--- src/include/slpd_defines.svh ---
// constants for the serial-loaded 24-channel pwm driver
// assumes inclusion by bare name from the include folder
`ifndef SLPD_DEFINES_SVH
`define SLPD_DEFINES_SVH

`define SLPD_CHANNELS 24
`define SLPD_GS_BITS 12
`define SLPD_SR_BITS 288
`define SLPD_GROUPS 4
`define SLPD_TURN_ON_EDGE 3'h5
`define SLPD_GS_MAX 12'hFFF
`define SLPD_GS_ZERO 12'h000
// ref clock and nominal oscillator rates
`define SLPD_REF_MHZ 250
`define SLPD_OSC_MHZ 4
`define SLPD_OSC_HALF_CYC ((`SLPD_REF_MHZ / `SLPD_OSC_MHZ) / 2)
`define SLPD_OSC_CNT_W 6
// group stagger, nominal 24 ns per group
`define SLPD_GROUP_DELAY_NS 24
`define SLPD_REF_PERIOD_NS 4
`define SLPD_GROUP_DELAY_CYC (`SLPD_GROUP_DELAY_NS / `SLPD_REF_PERIOD_NS)
`define SLPD_DLY_W 5

`endif

--- src/include/slpd_pkg.sv ---
// types for the serial-loaded 24-channel pwm driver
// assumes slpd_defines.svh is reachable by bare name
`include "slpd_defines.svh"
`default_nettype none

package slpd_pkg;

    // serial link pins after synchronisation
    typedef struct packed {
        logic shift_clk;
        logic serial_in;
        logic latch_strobe;
        logic blank;
        logic thermal_cutoff;
    } slpd_pins_t;

    // pwm engine states
    typedef enum logic [2:0] {
        SLPD_ST_OFF = 3'b001,
        SLPD_ST_WAIT = 3'b010,
        SLPD_ST_RUN = 3'b100
    } slpd_state_t;

endpackage

`default_nettype wire

--- src/hw/slpd_top.sv ---
// Functional notes
// - outputs start on fifth oscillator edge after unblank
// - shared 12-bit counter counts oscillator edges
// - channel off at its value or terminal count
// - period repeats automatically while blank low
// - blank high holds every output off
// - latch strobe rise turns off, restarts period
// - latch strobe rise copies shift register
// - shift register and latch hold 288 bits
// - shift clock rise captures serial_in into lsb
// - serial_out changes only on shift clock fall
// - shift register and latch have no reset
// - on-time equals value over 4096
// - thermal cutoff forces all outputs off
// - after cutoff, resume at next oscillator edge
// - group k is channels with index mod 4 = k
// - groups turn on and off staggered
// - timebase from internal 4 MHz oscillator
//
// top of the 24-channel serial-loaded pwm driver
// assumes ref_clk at 250 MHz; all pins asynchronous to it
`include "slpd_defines.svh"
`default_nettype none

module slpd_top
    import slpd_pkg::*;
(
    input wire logic ref_clk,
    input wire logic rst_n,
    input wire logic shift_clk,
    input wire logic serial_in,
    input wire logic latch_strobe,
    input wire logic blank,
    input wire logic thermal_cutoff,
    output logic serial_out,
    output logic [`SLPD_CHANNELS-1:0] channel_sink
);

    // ====================================================
    // reset release
    logic rst_meta_r;
    logic rst_sync_n;

    // async assert, synchronous release through two flops
    always_ff @(posedge ref_clk or negedge rst_n)
    begin
        if (!rst_n)
        begin
            rst_meta_r <= 1'b0;
            rst_sync_n <= 1'b0;
        end
        else
        begin
            rst_meta_r <= 1'b1;
            rst_sync_n <= rst_meta_r;
        end
    end

    // ====================================================
    // pin synchronisers and oscillator
    slpd_pins_t pins_raw;
    slpd_pins_t pins_s;
    logic osc_rise;

    assign pins_raw = '{shift_clk: shift_clk, serial_in: serial_in, latch_strobe: latch_strobe,
                        blank: blank, thermal_cutoff: thermal_cutoff};

    slpd_sync u_sync (
        .ref_clk(ref_clk),
        .rst_n(rst_sync_n),
        .pins_in(pins_raw),
        .pins_out(pins_s)
    );

    slpd_osc u_osc (
        .ref_clk(ref_clk),
        .rst_n(rst_sync_n),
        .osc_rise(osc_rise)
    );

    // ====================================================
    // edge detection on the synchronised pins
    logic sclk_d_r;
    logic latch_d_r;
    logic blank_d_r;
    logic sclk_rise;
    logic sclk_fall;
    logic latch_rise;
    logic blank_fall;

    // previous samples; the delayed copy of the data bit is kept in step with sclk
    logic sin_d_r;

    always_ff @(posedge ref_clk or negedge rst_sync_n)
    begin
        if (!rst_sync_n)
        begin
            sclk_d_r <= 1'b0;
            latch_d_r <= 1'b0;
            blank_d_r <= 1'b1;
            sin_d_r <= 1'b0;
        end
        else
        begin
            sclk_d_r <= pins_s.shift_clk;
            latch_d_r <= pins_s.latch_strobe;
            blank_d_r <= pins_s.blank;
            sin_d_r <= pins_s.serial_in;
        end
    end

    assign sclk_rise = pins_s.shift_clk & ~sclk_d_r;
    assign sclk_fall = ~pins_s.shift_clk & sclk_d_r;
    assign latch_rise = pins_s.latch_strobe & ~latch_d_r;
    assign blank_fall = ~pins_s.blank & blank_d_r;

    // ====================================================
    // shift register and display latch, 288 bits each
    logic [`SLPD_SR_BITS-1:0] shift_r;
    logic [`SLPD_SR_BITS-1:0] latch_r;

    // no reset on the data path: contents undefined until loaded
    always_ff @(posedge ref_clk)
    begin
        if (sclk_rise)
        begin
            // data sampled one ref cycle before the detected edge, as it stood at the rise
            shift_r <= {shift_r[`SLPD_SR_BITS-2:0], sin_d_r};
        end
    end

    always_ff @(posedge ref_clk)
    begin
        if (latch_rise)
        begin
            latch_r <= shift_r;
        end
    end

    // serial out moves only on a shift clock fall, so the next device samples a stable bit
    always_ff @(posedge ref_clk or negedge rst_sync_n)
    begin
        if (!rst_sync_n)
        begin
            serial_out <= 1'b0;
        end
        else if (sclk_fall)
        begin
            serial_out <= shift_r[`SLPD_SR_BITS-1];
        end
    end

    // ====================================================
    // pwm sequencer
    slpd_state_t state_r;
    logic [2:0] edge_cnt_r;
    logic [`SLPD_GS_BITS-1:0] gs_cnt_r;
    logic period_start;
    logic run_en;

    // outputs may run only while unblanked and not over temperature
    assign run_en = ~pins_s.blank & ~pins_s.thermal_cutoff;

    // start pulse: period begins on an oscillator edge in the run state
    assign period_start = (state_r == SLPD_ST_RUN) && osc_rise && (gs_cnt_r == `SLPD_GS_MAX);

    always_ff @(posedge ref_clk or negedge rst_sync_n)
    begin
        if (!rst_sync_n)
        begin
            state_r <= SLPD_ST_OFF;
            edge_cnt_r <= 3'h0;
            gs_cnt_r <= `SLPD_GS_MAX;
        end
        else
        begin
            case (state_r)
                SLPD_ST_OFF:
                begin
                    gs_cnt_r <= `SLPD_GS_MAX;
                    edge_cnt_r <= 3'h0;
                    if (run_en && blank_fall)
                    begin
                        state_r <= SLPD_ST_WAIT;
                    end
                    else if (run_en && osc_rise)
                    begin
                        // unblanked after latch or thermal recovery: restart at this edge
                        state_r <= SLPD_ST_RUN;
                        gs_cnt_r <= `SLPD_GS_ZERO;
                    end
                end
                SLPD_ST_WAIT:
                begin
                    if (!run_en)
                    begin
                        state_r <= SLPD_ST_OFF;
                    end
                    else if (osc_rise)
                    begin
                        edge_cnt_r <= edge_cnt_r + 3'h1;
                        if (edge_cnt_r == `SLPD_TURN_ON_EDGE - 3'h1)
                        begin
                            state_r <= SLPD_ST_RUN;
                            gs_cnt_r <= `SLPD_GS_ZERO;
                        end
                    end
                end
                SLPD_ST_RUN:
                begin
                    if (!run_en || latch_rise)
                    begin
                        state_r <= SLPD_ST_OFF;
                    end
                    else if (osc_rise)
                    begin
                        gs_cnt_r <= gs_cnt_r + `SLPD_GS_BITS'(1);
                    end
                end
                default:
                begin
                    state_r <= SLPD_ST_OFF;
                end
            endcase
        end
    end

    // ====================================================
    // per-channel compare and group stagger
    logic [`SLPD_CHANNELS-1:0] want_on;
    logic run_now;

    assign run_now = (state_r == SLPD_ST_RUN) && run_en && !latch_rise;

    genvar ch;
    generate
        for (ch = 0; ch < `SLPD_CHANNELS; ch++)
        begin : g_ch
            logic [`SLPD_GS_BITS-1:0] gs_val;
            logic on_r;
            logic sink_r;
            logic [`SLPD_DLY_W-1:0] dly_r;
            localparam int GRP = ch % `SLPD_GROUPS;
            localparam logic [`SLPD_DLY_W-1:0] DLY = `SLPD_DLY_W'(GRP * `SLPD_GROUP_DELAY_CYC);

            assign gs_val = latch_r[ch*`SLPD_GS_BITS +: `SLPD_GS_BITS];
            // one flop per channel keeps a single driver per output bit
            assign channel_sink[ch] = sink_r;

            // on from count 0 until count equals value: on-time is value/4096
            always_ff @(posedge ref_clk or negedge rst_sync_n)
            begin
                if (!rst_sync_n)
                begin
                    on_r <= 1'b0;
                end
                else if (!run_now)
                begin
                    on_r <= 1'b0;
                end
                else if (period_start || (osc_rise && gs_cnt_r == `SLPD_GS_MAX && state_r != SLPD_ST_RUN))
                begin
                    on_r <= (gs_val != `SLPD_GS_ZERO);
                end
                else if (gs_cnt_r == gs_val || gs_cnt_r == `SLPD_GS_MAX)
                begin
                    on_r <= 1'b0;
                end
                else if (gs_cnt_r == `SLPD_GS_ZERO)
                begin
                    on_r <= (gs_val != `SLPD_GS_ZERO);
                end
            end

            // group delay: each group lags the previous by a fixed step, on both edges
            always_ff @(posedge ref_clk or negedge rst_sync_n)
            begin
                if (!rst_sync_n)
                begin
                    dly_r <= '0;
                    sink_r <= 1'b0;
                end
                else if (!run_en || latch_rise)
                begin
                    // blank, thermal cutoff and latch act at once, no stagger
                    dly_r <= '0;
                    sink_r <= 1'b0;
                end
                else if (on_r == sink_r || dly_r == DLY)
                begin
                    dly_r <= '0;
                    sink_r <= on_r;
                end
                else
                begin
                    dly_r <= dly_r + `SLPD_DLY_W'(1);
                end
            end
        end
    endgenerate

endmodule

`default_nettype wire

--- src/hw/slpd_sync.sv ---
// two-flop synchroniser for a bundle of pins
// assumes inputs are asynchronous to ref_clk
`include "slpd_defines.svh"
`default_nettype none

module slpd_sync
    import slpd_pkg::*;
(
    input wire logic ref_clk,
    input wire logic rst_n,
    input wire slpd_pins_t pins_in,
    output var slpd_pins_t pins_out
);

    slpd_pins_t meta_r;

    // ====================================================
    // synchroniser pair; first stage feeds only second
    always_ff @(posedge ref_clk or negedge rst_n)
    begin
        if (!rst_n)
        begin
            // blank resets to its idle high level so no false fall follows reset
            meta_r <= '{blank: 1'b1, default: 1'b0};
            pins_out <= '{blank: 1'b1, default: 1'b0};
        end
        else
        begin
            meta_r <= pins_in;
            pins_out <= meta_r;
        end
    end

endmodule

`default_nettype wire

--- src/hw/slpd_osc.sv ---
// internal grayscale oscillator, divided from ref_clk
// assumes ref_clk runs at the rate in the defines header
`include "slpd_defines.svh"
`default_nettype none

module slpd_osc
    import slpd_pkg::*;
(
    input wire logic ref_clk,
    input wire logic rst_n,
    output logic osc_rise
);

    logic [`SLPD_OSC_CNT_W-1:0] div_r;
    logic phase_r;

    // ====================================================
    // free-running divider; a one-cycle pulse marks each rising edge
    always_ff @(posedge ref_clk or negedge rst_n)
    begin
        if (!rst_n)
        begin
            div_r <= '0;
            phase_r <= 1'b0;
            osc_rise <= 1'b0;
        end
        else if (div_r == `SLPD_OSC_CNT_W'(`SLPD_OSC_HALF_CYC - 1))
        begin
            div_r <= '0;
            phase_r <= ~phase_r;
            osc_rise <= ~phase_r;
        end
        else
        begin
            div_r <= div_r + `SLPD_OSC_CNT_W'(1);
            osc_rise <= 1'b0;
        end
    end

endmodule

`default_nettype wire

--- config.mk ---
export PLATFORM = sky130hd
export DESIGN_NAME = slpd_top
export DESIGN_NICKNAME = d
export VERILOG_FILES = /design/src/include/slpd_pkg.sv /design/src/hw/slpd_top.sv /design/src/hw/slpd_sync.sv /design/src/hw/slpd_osc.sv
export VERILOG_INCLUDE_DIRS = /design/src /design/src/include
export SDC_FILE = /design/constraint.sdc
export NUM_CORES = 1
export LEC_CHECK = 0
export BUFFER_PORTS_ARGS = -buffer_cell sky130_fd_sc_hd__buf_2
export CAP_MARGIN = 20
export CORE_MARGIN = 2
export CORE_UTILIZATION = 55
export CTS_CLUSTER_DIAMETER = 40
export DETAILED_ROUTE_END_ITERATION = 8
export PLACE_DENSITY = 0.8
export SYNTH_ARGS = -nofsm -noshare
export SYNTH_HDL_FRONTEND = slang
export SYNTH_HIERARCHICAL = 1
export SYNTH_SLANG_ARGS = --single-unit
--- constraint.sdc ---
create_clock -name ref_clk -period 16.7 [get_ports ref_clk]
set_input_delay 1.67 -clock ref_clk [delete_from_list [all_inputs] [get_ports ref_clk]]
set_output_delay 1.67 -clock ref_clk [all_outputs]
set_load 0.01 [all_outputs]
-- After elaboration in Yosys (flattened, before gate mapping)
Cells that the tools add are included.
- eq/ne operators: 106
- reduce and logical (&&, ||, !) cells: 120
- bitwise logic cells: 11
- mux-type cells: 212
- add/sub/neg operators: 27
- operator list (cell ; count):
    $eq A12 B12 Y1 ; 24
    $reduce_bool A12 Y1 ; 24
    $mux W5 ; 48
    $mux W1 ; 145
    $add A5 B1 Y5 const B ; 24
    $ne A4 B1 Y1 const B ; 24
    $mux W12 ; 7
    $logic_or A1 B1 Y1 ; 50
    $reduce_bool A2 Y1 ; 25
    $pmux W12 S3 ; 1
    $eq A5 B3 Y1 const B ; 6
    $eq A5 B4 Y1 const B ; 6
    $eq A5 B5 Y1 const B ; 6
    $logic_not A5 Y1 ; 6
    $eq A1 B1 Y1 ; 24
    $mux W3 ; 8
    $add A12 B1 Y12 const B ; 1
    $eq A12 B12 Y1 const B ; 1
    $logic_not A12 Y1 ; 1
    $ne A3 B3 Y1 const B ; 3
    $pmux W3 S3 ; 1
    $logic_and A1 B1 Y1 ; 8
    $add A6 B1 Y6 const B ; 1
    $eq A3 B3 Y1 const B ; 2
    other kinds (16) ; 30
- input bits: 7
- output and inout port bits: 25
- register bits: 787
- logic and storage cells: 573

-- Depth between registers and ports, before layout
Gate-level depths: netlist of the first run.
- word-level depth: 6
- depth in mapped cells: 10
- gate-level depth less buffers: 7

-- By module
The synthesis of the first run kept the hierarchy.
- modules (own cells, without submodules) (module ; times used ; cells each ; area an instance (um2) ; seq. area each (um2)):
    slpd_top ; 1 ; 1993 ; 30654.4 ; 22143.7
    slpd_osc ; 1 ; 29 ; 347.8 ; 200.2
    slpd_sync ; 1 ; 10 ; 252.7 ; 252.7

-- Least setup slack after synthesis of the first run
No wires, ideal clock.
- path kind: register to register
- from: register sclk_d_r
- to: register shift_r[0] (enable)
- library setup time: 0.976 ns
- required time: 15.724 ns
- arrival: 13.029 ns
- buffers on the path: 0
- stages on the path, launching flop included: 2
- setup slack: 2.694 ns
- cells stage by stage: dfrtp_1 > nor2b_1
- longest elaborated chain between the ends: 2
- RTL lines (item ; RTL line ; RTL):
    start: declaration ; slpd_top.sv:83 ; logic sclk_d_r;
    start signal: assignment ; slpd_top.sv:105 ; sclk_d_r <= pins_s.shift_clk;
    $not A1 Y1 ; slpd_top.sv:112 ; assign sclk_rise = pins_s.shift_clk & ~sclk_d_r;
    $and A1 B1 Y1 ; slpd_top.sv:112 ;
    net sclk_rise ; slpd_top.sv:86 ; logic sclk_rise;
    end signal: assignment ; slpd_top.sv:128 ; shift_r <= {shift_r[`SLPD_SR_BITS-2:0], sin_d_r};
    end: declaration ; slpd_top.sv:119 ; logic [`SLPD_SR_BITS-1:0] shift_r;
The timed path passes the listed nets, and every way through them passes these cells.
A chain may end at the register's enable or synchronous reset.

-- Final worst setup path of the first run
- from: register latch_d_r
- to: register latch_r[141] (enable)
- longest elaborated chain between the ends: 2
- RTL lines (item ; RTL line ; RTL):
    start: declaration ; slpd_top.sv:84 ; logic latch_d_r;
    start signal: assignment ; slpd_top.sv:106 ; latch_d_r <= pins_s.latch_strobe;
    $not A1 Y1 ; slpd_top.sv:114 ; assign latch_rise = pins_s.latch_strobe & ~latch_d_r;
    $and A1 B1 Y1 ; slpd_top.sv:114 ;
    net latch_rise ; slpd_top.sv:88 ; logic latch_rise;
    end signal: assignment ; slpd_top.sv:136 ; latch_r <= shift_r;
    end: declaration ; slpd_top.sv:120 ; logic [`SLPD_SR_BITS-1:0] latch_r;
The timed path passes the listed nets, and every way through them passes these cells.

==> flow_summary.yaml, run 1 <==
status:
  outcome: "complete, no violations"
clock_network:
  tritoncts: "built"
  cts_root_buf: "clkbuf_16"
  clk_pin_slew_ps: 60
  cts-buffers-inserted: 82
  holdBufCountCts: 0
  clk_latency_ps: 620
  cts_buffer_depth: 3
  cts-resized-gates: 0
  clock-sinks: 787
  post_cts_buffers: 0
  cts_max_level: 3
timing:
  setup_viol: 0
  max_slew_margin: 0.238
  max_freq_mhz: 303
  skew_ps: 20.9
  setup_tns_ps: 0
  rsz0062_at_grt: "false"
  fin_crit_sh: 0.198
  worst_slew_pin_slew_ps: 1140
  finalMaxSlewViolations: 0
  finalHoldViolCount: 0
  fin_crit_ps: 3310
worst_setup_path:
  path_delay_family: "buffers and inverters"
  critPathArrivalTime_ps: 3570
  critPathMostFrequentCell: "buf_4"
  crit_required_ps: 16970
  slowest_stage: "buf_4"
  r2r-start: "latch_d_r$_DFF_PN0_"
  path_buf_inv: 4
  worstPathCellList: "nand2b_1, inv_8, buf_4, buf_4, buf_16"
  cp-start-kind: "flip-flop"
  critical_path.startpoint: "latch_d_r$_DFF_PN0_"
  worst-setup-path-type: "reg2reg"
  critPathMaxFanout: 126
  end_kind: "flip-flop"
  max_stage_delay_ps: 870
logic_synthesis:
  synthFlopType: "edfxtp_1"
  synth-edff-count: 576
  ys_types: 50
  synth_area_mm2: 0.0313
  synthArstFlopShare: 0.268
  synthCells: 2032
  syn-num-nets: 2093
  ys_warn_count: 6
  ys_ff_latch: 787
  syn_avg_cell_area_um2: 15.4
  yosysSeqAreaShare: 0.723
die:
  die_w_um: 242
  ios: 32
  start_util: 0.555
  die_h_um: 242
  num_rows: 87
  core_mm2: 0.0563
  die-area_mm2: 0.0588
place:
  hpwlAfterDp_um: 33700
  io_buffer_count: 31
  place_congestion: 0.826
pwr:
  p_leak_uw: 0.0124
  pwr-share-comb: 0.138
  swShare: 0.258
  pwr-share-clk: 0.395
  power_uw: 4790
  p_sw_uw: 1240
  worst_ir_drop_vdd_v: 0.0000824
  intPower_uw: 3550
  power_density_mw_per_mm2: 137
  pwr-share-seq: 0.467
global_routing:
  grt_max_degree: 210
  grt-ovfl-total: 0
  grt_pass1_wl_um: 95700
  antenna_found_initial: 0
  grt_use_total: 0.208
  grt_pass1_vias: 17400
route:
  wl_per_cell_um: 20.8
  antenna_left: 0
  routed_wl_um: 60500
  drt_iter0_markers: 1580
  num_vias: 16800
  post-route-drc-count: 0
  drt-pass1-iter-count: 6
  vias_per_cell: 5.79
final_layout:
  area_delta_synth_final_pct: 12.0
  diodes: 0
  drive_gt1_frac: 0.103
  nNetsFinal: 2147
  final_core_util: 0.622
flow_run:
  drv_cap: 0
worst_hold_path:
  hold_class: "reg2async"
==> cells by family after synthesis <==
logic type | after synthesis | share of synthesized area
AOI/OAI and AO/OA | 107 | 0.0225
xor gates and xnor gates | 389 | 0.109
adders and majority gates | 54 | 0.0216
buffers and inverters | 146 | 0.0233
DFF | 787 | 0.723
muxes | 51 | 0.0165
other | 1 | 0.000120
and+or+nand+nor | 497 | 0.0840
==> flip-flops by register name, summed over array words and instances (netlist names), 3 cells and up <==
register	cells
edge_cnt_r	3
g_ch.dly_r	120
g_ch.on_r	24
g_ch.sink_r	24
gs_cnt_r	12
latch_r	288
shift_r	288
state_r	3
u_osc/div_r	6
u_sync/meta_r	5
u_sync/pins_out	5
==> area by class of cell <==
class                      instances  area, um^2
sequential                       787       22600
fill                            3785       21300
multi-input combinational       1099        7940
clock buffer                     102        2310
tap                              756         946
clock inverter                    50         546
timing repair buffer              56         420
inverter                          60         233
==> cell usage in the layout, fill, tap and decap left out, types with 8 or more instances in the layout <==
cell / count
mux2i_1: 48
nor4_1: 75
nor2_1: 154
clkbuf_16: 88
bufinv_16: 8
o31ai_1: 24
inv_1: 59
o31a_1: 9
clkbuf_1: 8
clkinv_1: 10
inv_8: 8
xnor2_1: 332
nand3_1: 86
dfstp_2: 16
o21ai_0: 24
nor3_1: 32
buf_4: 20
edfxtp_1: 576
nand4_1: 72
dfrtp_1: 194
a31oi_1: 28
xor2_1: 57
ha_1: 54
nand2_1: 21
buf_2: 31
or3_1: 18
==> power by group through the flow <==
stage	sequential [uW]	clock [uW]	combinational [uW]
final	2240	1890	659
after global placement	2270	0	613
after detailed placement	2280	0	635
after CTS	2240	1920	645
after global routing	2240	1990	697
after floorplan	2280	0	475
==> layer usage <==
metal | up-vias | wire (um) | track usage
li1 | 7508 | - | -
met1 | 8445 | 24700 | 0.274
met2 | 713 | 29400 | 0.341
met3 | 172 | 4030 | 0.0345
met4 | 0 | 2320 | 0.0960
met5 | - | 0 | 0
==> path summary, 6_finish.rpt <==
path                                           endpoint  slack, ps  cells after the start
max                              latch_r[141]$_DFFE_PP_      13390                      5
min                         g_ch[17].dly_r[3]$_DFF_PN0_        200                      0
max reg2reg                      latch_r[141]$_DFFE_PP_      13390                      5
min reg2reg                 g_ch[17].dly_r[3]$_DFF_PN0_        200                      0
max in group asynchronous    g_ch[5].dly_r[3]$_DFF_PN0_      15040                      2
min in group ref_clk       u_sync/pins_out[4]$_DFF_PN0_        350                      0
==> stage by stage <==
step                hold WS, ps  worst slack [ps]  cells  area, um^2
floorplan                   331              2690   2032       31300
global placement            338             13130   2753       32000
detailed placement          337             13050   2755       32100
CTS                         352             13000   2907       34900
global route                218             13100   2910       35000
finish                      197             13390   2910       35000
==> cells in the mapped netlist, drive strengths merged, types with 5 or more instances <==
master / count / share of area
xor2: 57 / 0.016
xnor2: 332 / 0.093
ha: 54 / 0.022
o21ai: 24 / 0.0038
o31a: 9 / 0.0025
nand3: 88 / 0.015
nand2: 21 / 0.0025
nor4: 75 / 0.015
edfxtp: 576 / 0.55
mux2i: 48 / 0.015
nor4bb: 7 / 0.0022
a31oi: 28 / 0.0056
o31ai: 24 / 0.0058
clkbuf: 14 / 0.0017
or3: 18 / 0.0036
nand4b: 6 / 0.0017
dfstp: 16 / 0.013
nor2: 155 / 0.019
nand4: 72 / 0.014
nor2b: 5 / 0.0010
dfrtp: 195 / 0.16
nor4b: 7 / 0.0020
nor3: 32 / 0.0051
inv: 60 / 0.0072
a21oi: 7 / 0.0011
buf: 72 / 0.014
(Power assumes the default switching activity.)
==> inputs of run 2 (changes only) <==
clock period = 3.4 ns   (was 16.7 ns; I/O delays follow)
==> flow_summary.yaml, run 2 (synthesis results as in run 1) <==
final_layout:
  reg_top3: "latch_r: 288 flops, shift_r: 288 flops, g_ch.dly_r: 120 flops"
  area_delta_synth_final_pct: 14.7
  diodes: 0
  nNetsFinal: 2183
  drive_gt1_frac: 0.122
  layout_common_cells: "576 x edfxtp_1, 332 x xnor2_1, 194 x dfrtp_1, 154 x nor2_1, 100 x clkbuf_16"
  layout_commonest_cell: "edfxtp_1"
pwr:
  swShare: 0.263
  p_sw_uw: 6670
  intPower_uw: 18700
  power_uw: 25300
  worst_ir_drop_vdd_v: 0.000425
  p_leak_uw: 0.0128
  pwr-share-seq: 0.445
  power_density_mw_per_mm2: 707
  pwr-share-comb: 0.121
  pwr-share-clk: 0.434
global_routing:
  grt-ovfl-total: 0
  grt_max_degree: 157
  grt_use_total: 0.226
  grt_pass1_wl_um: 103000
  grt_pass1_vias: 18100
  antenna_found_initial: 0
die:
  core_mm2: 0.0563
  ios: 32
  num_rows: 87
  die_h_um: 242
  die-area_mm2: 0.0588
  start_util: 0.555
  die_w_um: 242
worst_hold_path:
  hold_class: "reg2reg"
timing:
  fin_crit_sh: 0.789
  finalMaxSlewViolations: 0
  rsz0062_at_grt: "false"
  finalWorstSetupSlack_ps: 717
  fin_crit_ps: 2680
  worst_slew_pin_slew_ps: 980
  setup_viol: 0
  max_freq_mhz: 373
  skew_ps: 30.8
  finalHoldViolCount: 0
  max_slew_margin: 0.347
  setup_tns_ps: 0
route:
  wl_per_cell_um: 22.2
  num_vias: 17300
  antenna_left: 0
  post-route-drc-count: 0
  vias_per_cell: 5.84
  drt_iter0_markers: 1844
  routed_wl_um: 65700
  drt-pass1-iter-count: 7
place:
  hpwlAfterDp_um: 37700
  place_congestion: 0.882
  io_buffer_count: 31
  dpl_worst_slack_ps: 1020
worst_setup_path:
  path_delay_family: "compound AO/OA/AOI/OAI gates"
  path_buf_inv: 1
  worstPathCellList: "nor3b_4, nand3_4, a31o_2, buf_12, mux2i_1, o31ai_1"
  critPathArrivalTime_ps: 3190
  crit_required_ps: 3900
  worst-setup-path-type: "reg2reg"
  slowest_stage: "dfrtp_1"
  max_stage_delay_ps: 570
  cp-start-kind: "flip-flop"
  critPathMaxFanout: 15
  end_kind: "flip-flop"
clock_network:
  cts_max_level: 3
  clk_latency_ps: 640
  post_cts_buffers: 0
  cts_buffer_depth: 3
  cts_root_buf: "clkbuf_16"
  tritoncts: "built"
  clock-sinks: 787
  cts-buffers-inserted: 98
  clk_pin_slew_ps: 70
status:
  outcome: "complete, no violations"
flow_run:
  drv_cap: 0
run 2: path summary, 6_finish.rpt:
check                           cells past startpoint                  startpoint                           end  slack [ps]
worst max-delay path                                6      state_r[2]$_DFFE_PN0P_     g_ch[14].on_r$_DFFE_PN0P_         720
worst min-delay path                                0  u_sync/meta_r[3]$_DFF_PN0_  u_sync/pins_out[3]$_DFF_PN0_         350
worst max register to register                      6      state_r[2]$_DFFE_PN0P_     g_ch[14].on_r$_DFFE_PN0P_         720
worst min register to register                      0  u_sync/meta_r[3]$_DFF_PN0_  u_sync/pins_out[3]$_DFF_PN0_         350
max in group asynchronous                           1        rst_sync_n$_DFF_PN0_       gs_cnt_r[7]$_DFFE_PN1P_        1940
min in group asynchronous                           0        rst_sync_n$_DFF_PN0_   g_ch[17].dly_r[3]$_DFF_PN0_         500
run 2: power by group through the flow:
stage / Sequential [uW] / Clock [uW] / Combinational (uW)
after floorplan: 11200 / 0 / 2330
after global placement: 11400 / 0 / 2860
after detailed placement: 11400 / 0 / 2950
after CTS: 11300 / 11100 / 3020
after global routing: 11300 / 11500 / 3250
final: 11300 / 11000 / 3060
run 2: final cells by class:
cell class / count / area [um^2]
Sequential cell: 787 / 22600
Tap cell: 756 / 946
Inverter: 60 / 229
Multi-Input combinational cell: 1099 / 7950
Fill cell: 3678 / 20400
Clock buffer: 108 / 2530
Clock inverter: 75 / 977
Timing Repair Buffer: 76 / 623
run 2: timing repair:
item,in CTS,in global routing
gates resized for setup,0,0
hold buffers,7,0
hold endpoints to repair,7,0
run 2: layer usage:
layer / GRT usage / share of wire
met5: 0 / 0
met1: 0.295 / 0.40
met3: 0.0420 / 0.072
met4: 0.0957 / 0.035
met2: 0.373 / 0.49
run 2: per-stage QoR:
step | util | cell area [um^2] | std cells | hold slack [ps]
global route | 0.637 | 35900 | 2961 | 348
global placement | 0.574 | 32300 | 2771 | 125
detailed placement | 0.574 | 32300 | 2771 | 127
finish | 0.637 | 35900 | 2961 | 346
CTS | 0.637 | 35900 | 2961 | 336
floorplan | - | 31300 | 2032 | 44.4
